==> src/verilog/osc_tuning_consts.vh <==
// Register offsets, field positions and reset values of the oscillator block
`ifndef OSC_TUNING_CONSTS_VH
`define OSC_TUNING_CONSTS_VH
`define ADDR_TONE_ONLY_SELECT 12'h0110
`define ADDR_DATAPATH_CONTROL 12'h0111
`define ADDR_TW_LOAD_REQUEST 12'h0113
`define ADDR_TW_BYTE0 12'h0114
`define ADDR_TW_BYTE1 12'h0115
`define ADDR_TW_BYTE2 12'h0116
`define ADDR_TW_BYTE3 12'h0117
`define ADDR_TW_BYTE4 12'h0118
`define ADDR_TW_BYTE5 12'h0119
`define ADDR_TONE_AMP_HIGH 12'h014e
`define ADDR_TONE_AMP_LOW 12'h014f
`define ADDR_TONE_SOURCE_CONTROL 12'h0150
`define BIT_SINX_COMP_ENABLE 7
`define BIT_OSCILLATOR_ENABLE 6
`define BIT_FILTER_BANDWIDTH_SEL 4
`define BIT_MODULUS_MODE_ENABLE 2
`define BIT_SIDEBAND_SELECT 1
`define BIT_HALFBAND_INTERP_ENABLE 0
`define DATAPATH_RESERVED_MASK 8'h28
`define BIT_TONE_ONLY_ENABLE 1
`define BIT_LOAD_REQUEST 0
`define RESET_BYTE 8'h00
`define RESET_TW 48'h0000_0000_0000
`endif

==> src/verilog/oscillator_tuning_config.v <==
// Oscillator configuration registers, tuning word staging and accumulator
`timescale 1ns/100ps
`default_nettype none
`include "osc_tuning_consts.vh"
module oscillator_tuning_config (
	input wire ref_clk_i,
	input wire rst_i,
	input wire reg_wr_i,
	input wire reg_rd_i,
	input wire [11:0] reg_addr_i,
	input wire [7:0] reg_wdata_i,
	output reg [7:0] reg_rdata_o,
	output reg reg_hit_o,
	output reg oscillator_enable_o,
	output reg sinx_comp_enable_o,
	output reg filter_bandwidth_sel_o,
	output reg modulus_mode_enable_o,
	output reg sideband_select_o,
	output reg halfband_interp_enable_o,
	output reg tone_only_enable_o,
	output reg [15:0] tone_amplitude_o,
	output reg [47:0] active_tuning_word_o,
	output reg [47:0] phase_o
);
	reg [7:0] tone_only_select;
	reg [7:0] datapath_control;
	reg [7:0] tuning_word_load_request;
	reg [7:0] tuning_word_byte0;
	reg [7:0] tuning_word_byte1;
	reg [7:0] tuning_word_byte2;
	reg [7:0] tuning_word_byte3;
	reg [7:0] tuning_word_byte4;
	reg [7:0] tuning_word_byte5;
	reg [7:0] tone_source_control;
	reg [7:0] tone_amplitude_high;
	reg [7:0] tone_amplitude_low;
	reg [47:0] next_phase;
	reg [7:0] next_rdata;
	reg next_hit;
	reg next_req_rise;
	wire wr_only_sel;
	wire wr_dp_sel;
	wire wr_req_sel;
	wire wr_byte0_sel;
	wire wr_byte1_sel;
	wire wr_byte2_sel;
	wire wr_byte3_sel;
	wire wr_byte4_sel;
	wire wr_byte5_sel;
	wire wr_amp_high_sel;
	wire wr_amp_low_sel;
	wire wr_src_sel;

	// Write strobe aimed at one register address
	function wr_strobe;
		input wr;
		input [11:0] addr;
		input [11:0] target;
		begin
			wr_strobe = wr && addr == target;
		end
	endfunction

	// One write strobe per register, unmapped writes hit none
	assign wr_only_sel =
		wr_strobe(reg_wr_i, reg_addr_i, `ADDR_TONE_ONLY_SELECT);
	assign wr_dp_sel =
		wr_strobe(reg_wr_i, reg_addr_i, `ADDR_DATAPATH_CONTROL);
	assign wr_req_sel =
		wr_strobe(reg_wr_i, reg_addr_i, `ADDR_TW_LOAD_REQUEST);
	assign wr_byte0_sel =
		wr_strobe(reg_wr_i, reg_addr_i, `ADDR_TW_BYTE0);
	assign wr_byte1_sel =
		wr_strobe(reg_wr_i, reg_addr_i, `ADDR_TW_BYTE1);
	assign wr_byte2_sel =
		wr_strobe(reg_wr_i, reg_addr_i, `ADDR_TW_BYTE2);
	assign wr_byte3_sel =
		wr_strobe(reg_wr_i, reg_addr_i, `ADDR_TW_BYTE3);
	assign wr_byte4_sel =
		wr_strobe(reg_wr_i, reg_addr_i, `ADDR_TW_BYTE4);
	assign wr_byte5_sel =
		wr_strobe(reg_wr_i, reg_addr_i, `ADDR_TW_BYTE5);
	assign wr_amp_high_sel =
		wr_strobe(reg_wr_i, reg_addr_i, `ADDR_TONE_AMP_HIGH);
	assign wr_amp_low_sel =
		wr_strobe(reg_wr_i, reg_addr_i, `ADDR_TONE_AMP_LOW);
	assign wr_src_sel =
		wr_strobe(reg_wr_i, reg_addr_i, `ADDR_TONE_SOURCE_CONTROL);

	// Tone-only select, stored with no side effect
	always @(posedge ref_clk_i or posedge rst_i) begin
		if (rst_i) begin
			tone_only_select <= `RESET_BYTE;
		end else if (wr_only_sel) begin
			tone_only_select <= reg_wdata_i;
		end
	end

	// Datapath options, reserved positions kept zero
	always @(posedge ref_clk_i or posedge rst_i) begin
		if (rst_i) begin
			datapath_control <= `RESET_BYTE;
		end else if (wr_dp_sel) begin
			datapath_control <= reg_wdata_i & ~`DATAPATH_RESERVED_MASK;
		end
	end

	// Load request, its rising edge commits the word
	always @(posedge ref_clk_i or posedge rst_i) begin
		if (rst_i) begin
			tuning_word_load_request <= `RESET_BYTE;
		end else if (wr_req_sel) begin
			tuning_word_load_request <= reg_wdata_i;
		end
	end

	// Staging byte 0, word bits 7 to 0
	always @(posedge ref_clk_i or posedge rst_i) begin
		if (rst_i) begin
			tuning_word_byte0 <= `RESET_BYTE;
		end else if (wr_byte0_sel) begin
			tuning_word_byte0 <= reg_wdata_i;
		end
	end

	// Staging byte 1, word bits 15 to 8
	always @(posedge ref_clk_i or posedge rst_i) begin
		if (rst_i) begin
			tuning_word_byte1 <= `RESET_BYTE;
		end else if (wr_byte1_sel) begin
			tuning_word_byte1 <= reg_wdata_i;
		end
	end

	// Staging byte 2, word bits 23 to 16
	always @(posedge ref_clk_i or posedge rst_i) begin
		if (rst_i) begin
			tuning_word_byte2 <= `RESET_BYTE;
		end else if (wr_byte2_sel) begin
			tuning_word_byte2 <= reg_wdata_i;
		end
	end

	// Staging byte 3, word bits 31 to 24
	always @(posedge ref_clk_i or posedge rst_i) begin
		if (rst_i) begin
			tuning_word_byte3 <= `RESET_BYTE;
		end else if (wr_byte3_sel) begin
			tuning_word_byte3 <= reg_wdata_i;
		end
	end

	// Staging byte 4, word bits 39 to 32
	always @(posedge ref_clk_i or posedge rst_i) begin
		if (rst_i) begin
			tuning_word_byte4 <= `RESET_BYTE;
		end else if (wr_byte4_sel) begin
			tuning_word_byte4 <= reg_wdata_i;
		end
	end

	// Staging byte 5, word bits 47 to 40
	always @(posedge ref_clk_i or posedge rst_i) begin
		if (rst_i) begin
			tuning_word_byte5 <= `RESET_BYTE;
		end else if (wr_byte5_sel) begin
			tuning_word_byte5 <= reg_wdata_i;
		end
	end

	// Tone amplitude, upper byte
	always @(posedge ref_clk_i or posedge rst_i) begin
		if (rst_i) begin
			tone_amplitude_high <= `RESET_BYTE;
		end else if (wr_amp_high_sel) begin
			tone_amplitude_high <= reg_wdata_i;
		end
	end

	// Tone amplitude, lower byte
	always @(posedge ref_clk_i or posedge rst_i) begin
		if (rst_i) begin
			tone_amplitude_low <= `RESET_BYTE;
		end else if (wr_amp_low_sel) begin
			tone_amplitude_low <= reg_wdata_i;
		end
	end

	// Tone source, bit 1 picks tone-only output
	always @(posedge ref_clk_i or posedge rst_i) begin
		if (rst_i) begin
			tone_source_control <= `RESET_BYTE;
		end else if (wr_src_sel) begin
			tone_source_control <= reg_wdata_i;
		end
	end

	// Request goes from low to high with this write
	always @* begin
		next_req_rise = wr_req_sel &&
			reg_wdata_i[`BIT_LOAD_REQUEST] &&
			!tuning_word_load_request[`BIT_LOAD_REQUEST];
	end

	// Next phase, wraps at 48 bits
	always @* begin
		next_phase = phase_o + active_tuning_word_o;
	end

	// Staged bytes reach the oscillator only on a request edge
	always @(posedge ref_clk_i or posedge rst_i) begin
		if (rst_i) begin
			active_tuning_word_o <= `RESET_TW;
		end else if (next_req_rise) begin
			active_tuning_word_o <= {tuning_word_byte5, tuning_word_byte4,
				tuning_word_byte3, tuning_word_byte2, tuning_word_byte1,
				tuning_word_byte0};
		end
	end

	// Accumulator steps only while enabled, holds otherwise
	always @(posedge ref_clk_i or posedge rst_i) begin
		if (rst_i) begin
			phase_o <= `RESET_TW;
		end else if (datapath_control[`BIT_OSCILLATOR_ENABLE]) begin
			phase_o <= next_phase;
		end
	end

	// Read mux, unmapped addresses answer zero without a hit
	always @* begin
		next_hit = 1'b1;
		case (reg_addr_i)
			`ADDR_TONE_ONLY_SELECT: next_rdata = tone_only_select;
			`ADDR_DATAPATH_CONTROL: next_rdata = datapath_control;
			`ADDR_TW_LOAD_REQUEST: next_rdata = tuning_word_load_request;
			`ADDR_TW_BYTE0: next_rdata = tuning_word_byte0;
			`ADDR_TW_BYTE1: next_rdata = tuning_word_byte1;
			`ADDR_TW_BYTE2: next_rdata = tuning_word_byte2;
			`ADDR_TW_BYTE3: next_rdata = tuning_word_byte3;
			`ADDR_TW_BYTE4: next_rdata = tuning_word_byte4;
			`ADDR_TW_BYTE5: next_rdata = tuning_word_byte5;
			`ADDR_TONE_AMP_HIGH: next_rdata = tone_amplitude_high;
			`ADDR_TONE_AMP_LOW: next_rdata = tone_amplitude_low;
			`ADDR_TONE_SOURCE_CONTROL: next_rdata = tone_source_control;
			default: begin
				next_rdata = `RESET_BYTE;
				next_hit = 1'b0;
			end
		endcase
	end

	// Read answer, one cycle after the strobe
	always @(posedge ref_clk_i or posedge rst_i) begin
		if (rst_i) begin
			reg_rdata_o <= `RESET_BYTE;
			reg_hit_o <= 1'b0;
		end else begin
			reg_rdata_o <= reg_rd_i ? next_rdata : `RESET_BYTE;
			reg_hit_o <= reg_rd_i & next_hit;
		end
	end

	// Datapath option outputs, one cycle behind the register
	always @(posedge ref_clk_i or posedge rst_i) begin
		if (rst_i) begin
			oscillator_enable_o <= 1'b0;
			sinx_comp_enable_o <= 1'b0;
			filter_bandwidth_sel_o <= 1'b0;
			modulus_mode_enable_o <= 1'b0;
			sideband_select_o <= 1'b0;
			halfband_interp_enable_o <= 1'b0;
		end else begin
			oscillator_enable_o <= datapath_control[`BIT_OSCILLATOR_ENABLE];
			sinx_comp_enable_o <= datapath_control[`BIT_SINX_COMP_ENABLE];
			filter_bandwidth_sel_o <=
				datapath_control[`BIT_FILTER_BANDWIDTH_SEL];
			modulus_mode_enable_o <=
				datapath_control[`BIT_MODULUS_MODE_ENABLE];
			sideband_select_o <= datapath_control[`BIT_SIDEBAND_SELECT];
			halfband_interp_enable_o <=
				datapath_control[`BIT_HALFBAND_INTERP_ENABLE];
		end
	end

	// Tone source and amplitude outputs
	always @(posedge ref_clk_i or posedge rst_i) begin
		if (rst_i) begin
			tone_only_enable_o <= 1'b0;
			tone_amplitude_o <= 16'h0000;
		end else begin
			tone_only_enable_o <=
				tone_source_control[`BIT_TONE_ONLY_ENABLE];
			tone_amplitude_o <= {tone_amplitude_high, tone_amplitude_low};
		end
	end
endmodule
`default_nettype wire

==> config.mk <==
export PLATFORM = sky130hd
export DESIGN_NAME = oscillator_tuning_config
export DESIGN_NICKNAME = d
export VERILOG_FILES = /design/src/verilog/oscillator_tuning_config.v
export VERILOG_INCLUDE_DIRS = /design/src /design/src/verilog
export SDC_FILE = /design/constraint.sdc
export NUM_CORES = 1
export LEC_CHECK = 0
export BUFFER_PORTS_ARGS = -buffer_cell sky130_fd_sc_hd__buf_2
export CORE_UTILIZATION = 55
export CTS_CLUSTER_SIZE = 25
export DETAILED_ROUTE_END_ITERATION = 16
export HOLD_SLACK_MARGIN = 0.02
export PLACE_DENSITY = 0.84
export SLEW_MARGIN = 20
export SYNTH_ARGS = -nofsm -noshare
export SYNTH_HDL_FRONTEND = slang
export SYNTH_SLANG_ARGS = --single-unit
==> constraint.sdc <==
create_clock -name ref_clk_i -period 12.3 [get_ports ref_clk_i]
set_input_delay 0.615 -clock ref_clk_i [delete_from_list [all_inputs] [get_ports ref_clk_i]]
set_output_delay 0.615 -clock ref_clk_i [all_outputs]
set_load 0.1 [all_outputs]
==> impl_metrics.env, run 1 <==
export IMPL_viasPerCell=6.09
export IMPL_yosys_top_cells_count="dfrtp_1, mux2_2, nand2_1"
export IMPL_power_internal_w=0.00115
export IMPL_place_congestion=0.896
export IMPL_clock_latency_ns=0.52
export IMPL_power_density_nw_per_um2=115
export IMPL_syn_area_per_cell_sq_um=11.8
export IMPL_syn_num_nets=1026
export IMPL_fp_dieArea_sq_um=21000
export IMPL_n_antenna_cell=0
export IMPL_core_sq_um=19800
export IMPL_top_regs="active_tuning_word_o x48, phase_o x48, tone_amplitude_o x16"
export IMPL_synth_mux_area_frac=0.187
export IMPL_clockPowerShare=0.471
export IMPL_grt_usage=0.264
export IMPL_cts_tree="built"
export IMPL_synth_ff_type="dfrtp_1"
export IMPL_cp_start_kind="flip-flop"
export IMPL_p_sw_frac=0.228
export IMPL_synth_xor_area_frac=0.0280
export IMPL_synth_cell_types=73
export IMPL_wirelength_microns=27700
export IMPL_synth_compound_area_frac=0.128
export IMPL_remaining_drc_errors=0
export IMPL_path_class="reg2reg"
export IMPL_cts_buffers=24
export IMPL_h_tree_depth=1
export IMPL_arrival_ns=3.63
export IMPL_crit_slowest_cell="dfrtp_1"
export IMPL_via_count=8385
export IMPL_clk_path_buf_depth=3
export IMPL_total_power_w=0.00149
export IMPL_nNetsFinal=1167
export IMPL_fin_worst_skew_ns=0.0186
export IMPL_final_setup_viol_count=0
export IMPL_rows=51
export IMPL_final_layout_size_suffix_gt1_frac=0.333
export IMPL_areaGrowthSynthToFinish_pct=15.5
export IMPL_grt_pass1_vias=8185
export IMPL_ctsHoldBuffers=0
export IMPL_ctsResizeCount=0
export IMPL_synth_seq_cells=222
export IMPL_clock_sinks=222
export IMPL_grt_setup_unrepaired="no"
export IMPL_die_h_microns=145
export IMPL_power_leakage_nw=6.89
export IMPL_synth_edf_count=0
export IMPL_drt_wirelength_per_cell_microns=20.1
export IMPL_maxCapViolations=0
export IMPL_synth_top_family_by_area="multiplexers"
export IMPL_switchingPower_w=0.000339
export IMPL_multi_input_area_sq_um=5480
export IMPL_grt_pass1_wl_microns=44400
export IMPL_async_reset_ff_frac=1.00
export IMPL_synth_top_area_frac=0.494
export IMPL_slew_headroom=0.358
export IMPL_first_pass_iters=7
export IMPL_yosys_area_share_simple=0.0896
export IMPL_dp_hpwl_microns=19200
export IMPL_ios=152
export IMPL_antenna_found_initial=0
export IMPL_combPwrFrac=0.035
export IMPL_cts_reportedPaths_clkPinSlew_ns=0.06
export IMPL_fillers=1529
export IMPL_setup_tns_ns=0
export IMPL_worst_pin_slew_ns=0.963
export IMPL_hold_class="in2async"
export IMPL_status="complete, no violations"
export IMPL_cts_root_buf="clkbuf_16"
export IMPL_synthTopCellsByArea="dfrtp_1, mux2_2, ha_1"
export IMPL_drv_slew=0
export IMPL_hold_viol=0
export IMPL_synth_top_area_cell="dfrtp_1"
export IMPL_placed_cells=1334
export IMPL_cp_slowest_stage_delay_ns=0.41
export IMPL_grt_max_degree=143
export IMPL_worstPathRequired_ns=12.70
export IMPL_io_buffer_count=151
export IMPL_endpoint_kind="flip-flop"
export IMPL_fmax_ghz=0.310
export IMPL_grt_overflow_total=0
export IMPL_ant_nets=0
export IMPL_syn_area_sq_um=11200
export IMPL_synthAdderAreaFrac=0.0541
export IMPL_yosys_warnings=0
export IMPL_drt_iter0_drc=651
export IMPL_min_period_over_period=0.262
export IMPL_worstPathCellList="ha_1 -> and2_1 -> a31o_2 -> a211o_1 -> o21ai_1 -> a2bb2oi_1 -> o211a_1 -> o31ai_1 -> xor2_1 -> mux2_2"
export IMPL_seqPwrFrac=0.495
export IMPL_synthCells=954
export IMPL_final_cells=1376
export IMPL_seq_area_sq_um=5560
export IMPL_dieWidth_microns=145
export IMPL_cp_max_fo=5
export IMPL_yosysMostFrequentCell="dfrtp_1"
export IMPL_start_util=0.568
export IMPL_post_cts_setup_buffers=0
export IMPL_ir_drop_v=0.0000927
export IMPL_seq_area_frac_synth=0.494
export IMPL_min_period_ns=3.23
[critical path: cells and delay by family, from the launching register on]
| family | cells | cell delay, ns |
|---|---|---|
| xor+xnor | 1 | 0.16 |
| simple gates | 1 | 0.23 |
| flops | 1 | 0.41 |
| fa+ha+maj | 1 | 0.37 |
| compound gates | 6 | 1.65 |
| mux | 1 | 0.27 |
[worst paths after layout]
kind / startpoint / endpoint / slack [ns] / cells after the start
max in group asynchronous: rst_i / tuning_word_byte3[7] / 10.73 / 3
hold reg to reg: datapath_control[1] / sideband_select_o / 0.40 / 0
setup / recovery: active_tuning_word_o[6] / phase_o[43] / 9.07 / 10
min in group ref_clk_i: datapath_control[1] / sideband_select_o / 0.40 / 0
setup reg to reg: active_tuning_word_o[6] / phase_o[43] / 9.07 / 10
hold / removal: rst_i / phase_o[0] / 0.29 / 2
[power groups by stage]
stage | Sequential (W) | Clock [W] | Combinational [W]
after floorplan | 0.000759 | 0 | 0.0000241
after global placement | 0.000749 | 0 | 0.0000504
after detailed placement | 0.000749 | 0 | 0.0000515
after CTS | 0.000735 | 0.000709 | 0.0000519
after global routing | 0.000735 | 0.000737 | 0.0000559
final | 0.000735 | 0.000700 | 0.0000514
[layout by cell type (no fill, tap or decap), types with 18 or more instances in the layout]
master / n
a21o_1: 18
ha_1: 47
clkbuf_16: 24
xnor2_1: 26
nor2_1: 40
buf_2: 151
nand3_1: 23
dfrtp_1: 221
o21ai_0: 37
mux2_1: 20
nand2_1: 65
mux2_2: 162
a21oi_1: 57
[area by class of cell]
type / instances / area share
Inverter: 13 / 0.00434
Sequential cell: 222 / 0.428
Tap cell: 265 / 0.0255
Timing Repair Buffer: 155 / 0.0608
Clock buffer: 31 / 0.0514
Multi-Input combinational cell: 679 / 0.422
Clock inverter: 11 / 0.00809
[per-stage QoR]
| step | util | setup WS (ns) | hold slack (ns) | cell area, sq um |
|---|---|---|---|---|
| final | 0.656 | 9.07 | 0.295 | 13000 |
| after global routing | 0.656 | 8.83 | 0.404 | 13000 |
| after CTS | 0.656 | 9.09 | 0.363 | 13000 |
| after detailed placement | 0.617 | 8.95 | 0.381 | 12200 |
| after global placement | 0.617 | 9.02 | 0.389 | 12200 |
| after floorplan | - | 5.61 | 0.352 | 11200 |
[cells by family (layout without fill, tap and decap cells)]
logic type      after synthesis  after routing
compound gates              214            214
xor+xnor                     36             36
fa+ha+maj                    48             48
buf+inv                      53            210
flops                       222            222
mux                         187            187
simple gates                194            194
[routing by layer]
metal / GRT usage / vias up / part of all wire
li1: - / 3833 / -
met1: 0.366 / 4151 / 0.44
met2: 0.423 / 338 / 0.47
met3: 0.0421 / 63 / 0.065
met4: 0.0878 / 0 / 0.027
met5: 0 / - / 0
Power figures use the tool's default switching activity.
==> run 2, diff against run 1 <==
clock period = 3.01 ns   (was 12.3 ns; I/O delays follow)
==> impl_metrics.env, run 2 (same netlist as run 1, synthesis figures left out) <==
export IMPL_status="complete, no violations"
export IMPL_power_internal_w=0.00482
export IMPL_crit_family="compound AO/OA/AOI/OAI gates"
export IMPL_drt_iter0_drc=738
export IMPL_power_leakage_nw=7.07
export IMPL_n_antenna_cell=0
export IMPL_drt_wirelength_per_cell_microns=20.4
export IMPL_switchingPower_w=0.00139
export IMPL_final_setup_viol_count=0
export IMPL_start_util=0.568
export IMPL_seq_area_sq_um=5600
export IMPL_cp_max_fo=4
export IMPL_cts_tree="built"
export IMPL_rows=51
export IMPL_worst_hold_slack_ns=0.0437
export IMPL_grt_setup_unrepaired="yes"
export IMPL_viasPerCell=6.12
export IMPL_maxCapViolations=0
export IMPL_p_sw_frac=0.224
export IMPL_drv_slew=0
export IMPL_via_count=8692
export IMPL_grt_usage=0.279
export IMPL_grt_pass1_wl_microns=46700
export IMPL_wirelength_microns=29000
export IMPL_first_pass_iters=5
export IMPL_fin_worst_skew_ns=0.00980
export IMPL_fillers=1408
export IMPL_place_congestion=0.932
export IMPL_path_class="reg2reg"
export IMPL_seqPwrFrac=0.484
export IMPL_fmax_ghz=0.334
export IMPL_grt_max_degree=65
export IMPL_nNetsFinal=1210
export IMPL_clock_latency_ns=0.52
export IMPL_worst_path_buf_inv=1
export IMPL_ir_drop_v=0.000405
export IMPL_clk_path_buf_depth=3
export IMPL_remaining_drc_errors=0
export IMPL_final_common_cell="dfrtp_1"
export IMPL_crit_slowest_cell="dfrtp_2"
export IMPL_placed_cells=1374
export IMPL_antenna_found_initial=0
export IMPL_areaGrowthSynthToFinish_pct=20.1
export IMPL_grt_overflow_total=0
export IMPL_top_regs="active_tuning_word_o x48, phase_o x48, tone_amplitude_o x16"
export IMPL_hold_viol=0
export IMPL_multi_input_area_sq_um=5540
export IMPL_dieWidth_microns=145
export IMPL_final_cell_mix="dfrtp_1, mux2_2, buf_2, nand2_1, a21oi_1"
export IMPL_cp_slowest_stage_delay_ns=0.40
export IMPL_final_cells=1421
export IMPL_dp_hpwl_microns=20300
export IMPL_cts_buffers=24
export IMPL_h_tree_depth=1
export IMPL_cp_start_kind="flip-flop"
export IMPL_core_sq_um=19800
export IMPL_arrival_ns=3.35
export IMPL_hold_class="in2reg"
export IMPL_grt_pass1_vias=8668
export IMPL_worstPathRequired_ns=3.37
export IMPL_cts_reportedPaths_clkPinSlew_ns=0.06
export IMPL_worstPathCellList="ha_1 -> fa_2 -> a21oi_2 -> nand4b_1 -> and3b_2 -> nor3_2 -> o211ai_1 -> nand3_2 -> a31oi_2 -> buf_4 -> a2111o_1 -> o221ai_1"
export IMPL_cts_root_buf="clkbuf_16"
export IMPL_min_period_over_period=0.993
export IMPL_final_layout_size_suffix_gt1_frac=0.397
export IMPL_min_period_ns=2.99
export IMPL_clock_sinks=222
export IMPL_ios=152
export IMPL_slew_headroom=0.459
export IMPL_power_density_nw_per_um2=459
export IMPL_fp_dieArea_sq_um=21000
export IMPL_die_h_microns=145
export IMPL_worst_pin_slew_ns=0.810
export IMPL_combPwrFrac=0.036
export IMPL_ant_nets=0
export IMPL_clockPowerShare=0.479
export IMPL_io_buffer_count=151
export IMPL_endpoint_kind="flip-flop"
[run 2: path summary, 6_finish.rpt]
| kind | endpoint | cells after the start | slack, ns | from |
|---|---|---|---|---|
| worst max-delay path | phase_o[44] | 12 | 0.02 | active_tuning_word_o[0] |
| min in group asynchronous | tuning_word_byte0[3] | 3 | 0.33 | rst_i |
| worst max register to register | phase_o[44] | 12 | 0.02 | active_tuning_word_o[0] |
| worst min-delay path | reg_hit_o | 4 | 0.04 | reg_rd_i |
| worst min register to register | sinx_comp_enable_o | 0 | 0.41 | datapath_control[7] |
| max in group asynchronous | active_tuning_word_o[27] | 4 | 1.88 | rst_i |
[run 2: layout make-up]
cell class	count	share of cell area
tap	265	0.0245
clock buffer	31	0.0502
clock inverter	13	0.00972
sequential	222	0.414
inverter	13	0.00389
multi-input combinational	679	0.410
timing repair buffer	198	0.0869
[run 2: timing repair]
| action | CTS | global route |
|---|---|---|
| pin swaps | 3 | 2 |
| buffers inserted | 2 | 0 |
| endpoints found under the setup margin | 3 | 10 |
| resized for setup | 2 | 10 |
| hold buffers | 1 | 0 |
| hold endpoints to repair | 30 | 0 |
[run 2: worst reg2reg max path, stage by stage (launching register included)]
cell and delay, ns:
dfrtp_2 0.40, ha_1 0.24, fa_2 0.39, a21oi_2 0.14
nand4b_1 0.16, and3b_2 0.26, nor3_2 0.07, o211ai_1 0.28
nand3_2 0.15, a31oi_2 0.24, buf_4 0.17, a2111o_1 0.18
o221ai_1 0.15
[run 2: routing by layer]
layer  global-route usage  vias up  part of all wire
met4                0.105        0             0.031
met3               0.0453       79             0.078
met5                    0        -                 0
met1                0.382     4272              0.42
met2                0.449      412              0.47
li1                     -     3929                 -
[run 2: power by group through the flow]
stage / Sequential [W] / Clock (W) / Combinational (W)
finish: 0.00301 / 0.00297 / 0.000224
global route: 0.00300 / 0.00314 / 0.000244
CTS: 0.00300 / 0.00302 / 0.000226
detailed placement: 0.00306 / 0 / 0.000224
global placement: 0.00306 / 0 / 0.000220
floorplan: 0.00310 / 0 / 0.0000988
[run 2: per-stage QoR]
stage                     TNS [ns]  power [W]   util  setup WS, ns  cell area (sq um)
after floorplan             -15.90    0.00320      -        -0.280              11300
final                            0    0.00620  0.683        0.0203              13500
after CTS                        0    0.00625  0.681       0.00361              13500
after global placement           0    0.00328  0.638       0.00895              12600
after global routing      -0.00830    0.00638  0.683      -0.00830              13500
after detailed placement   -0.0820    0.00328  0.638       -0.0409              12600
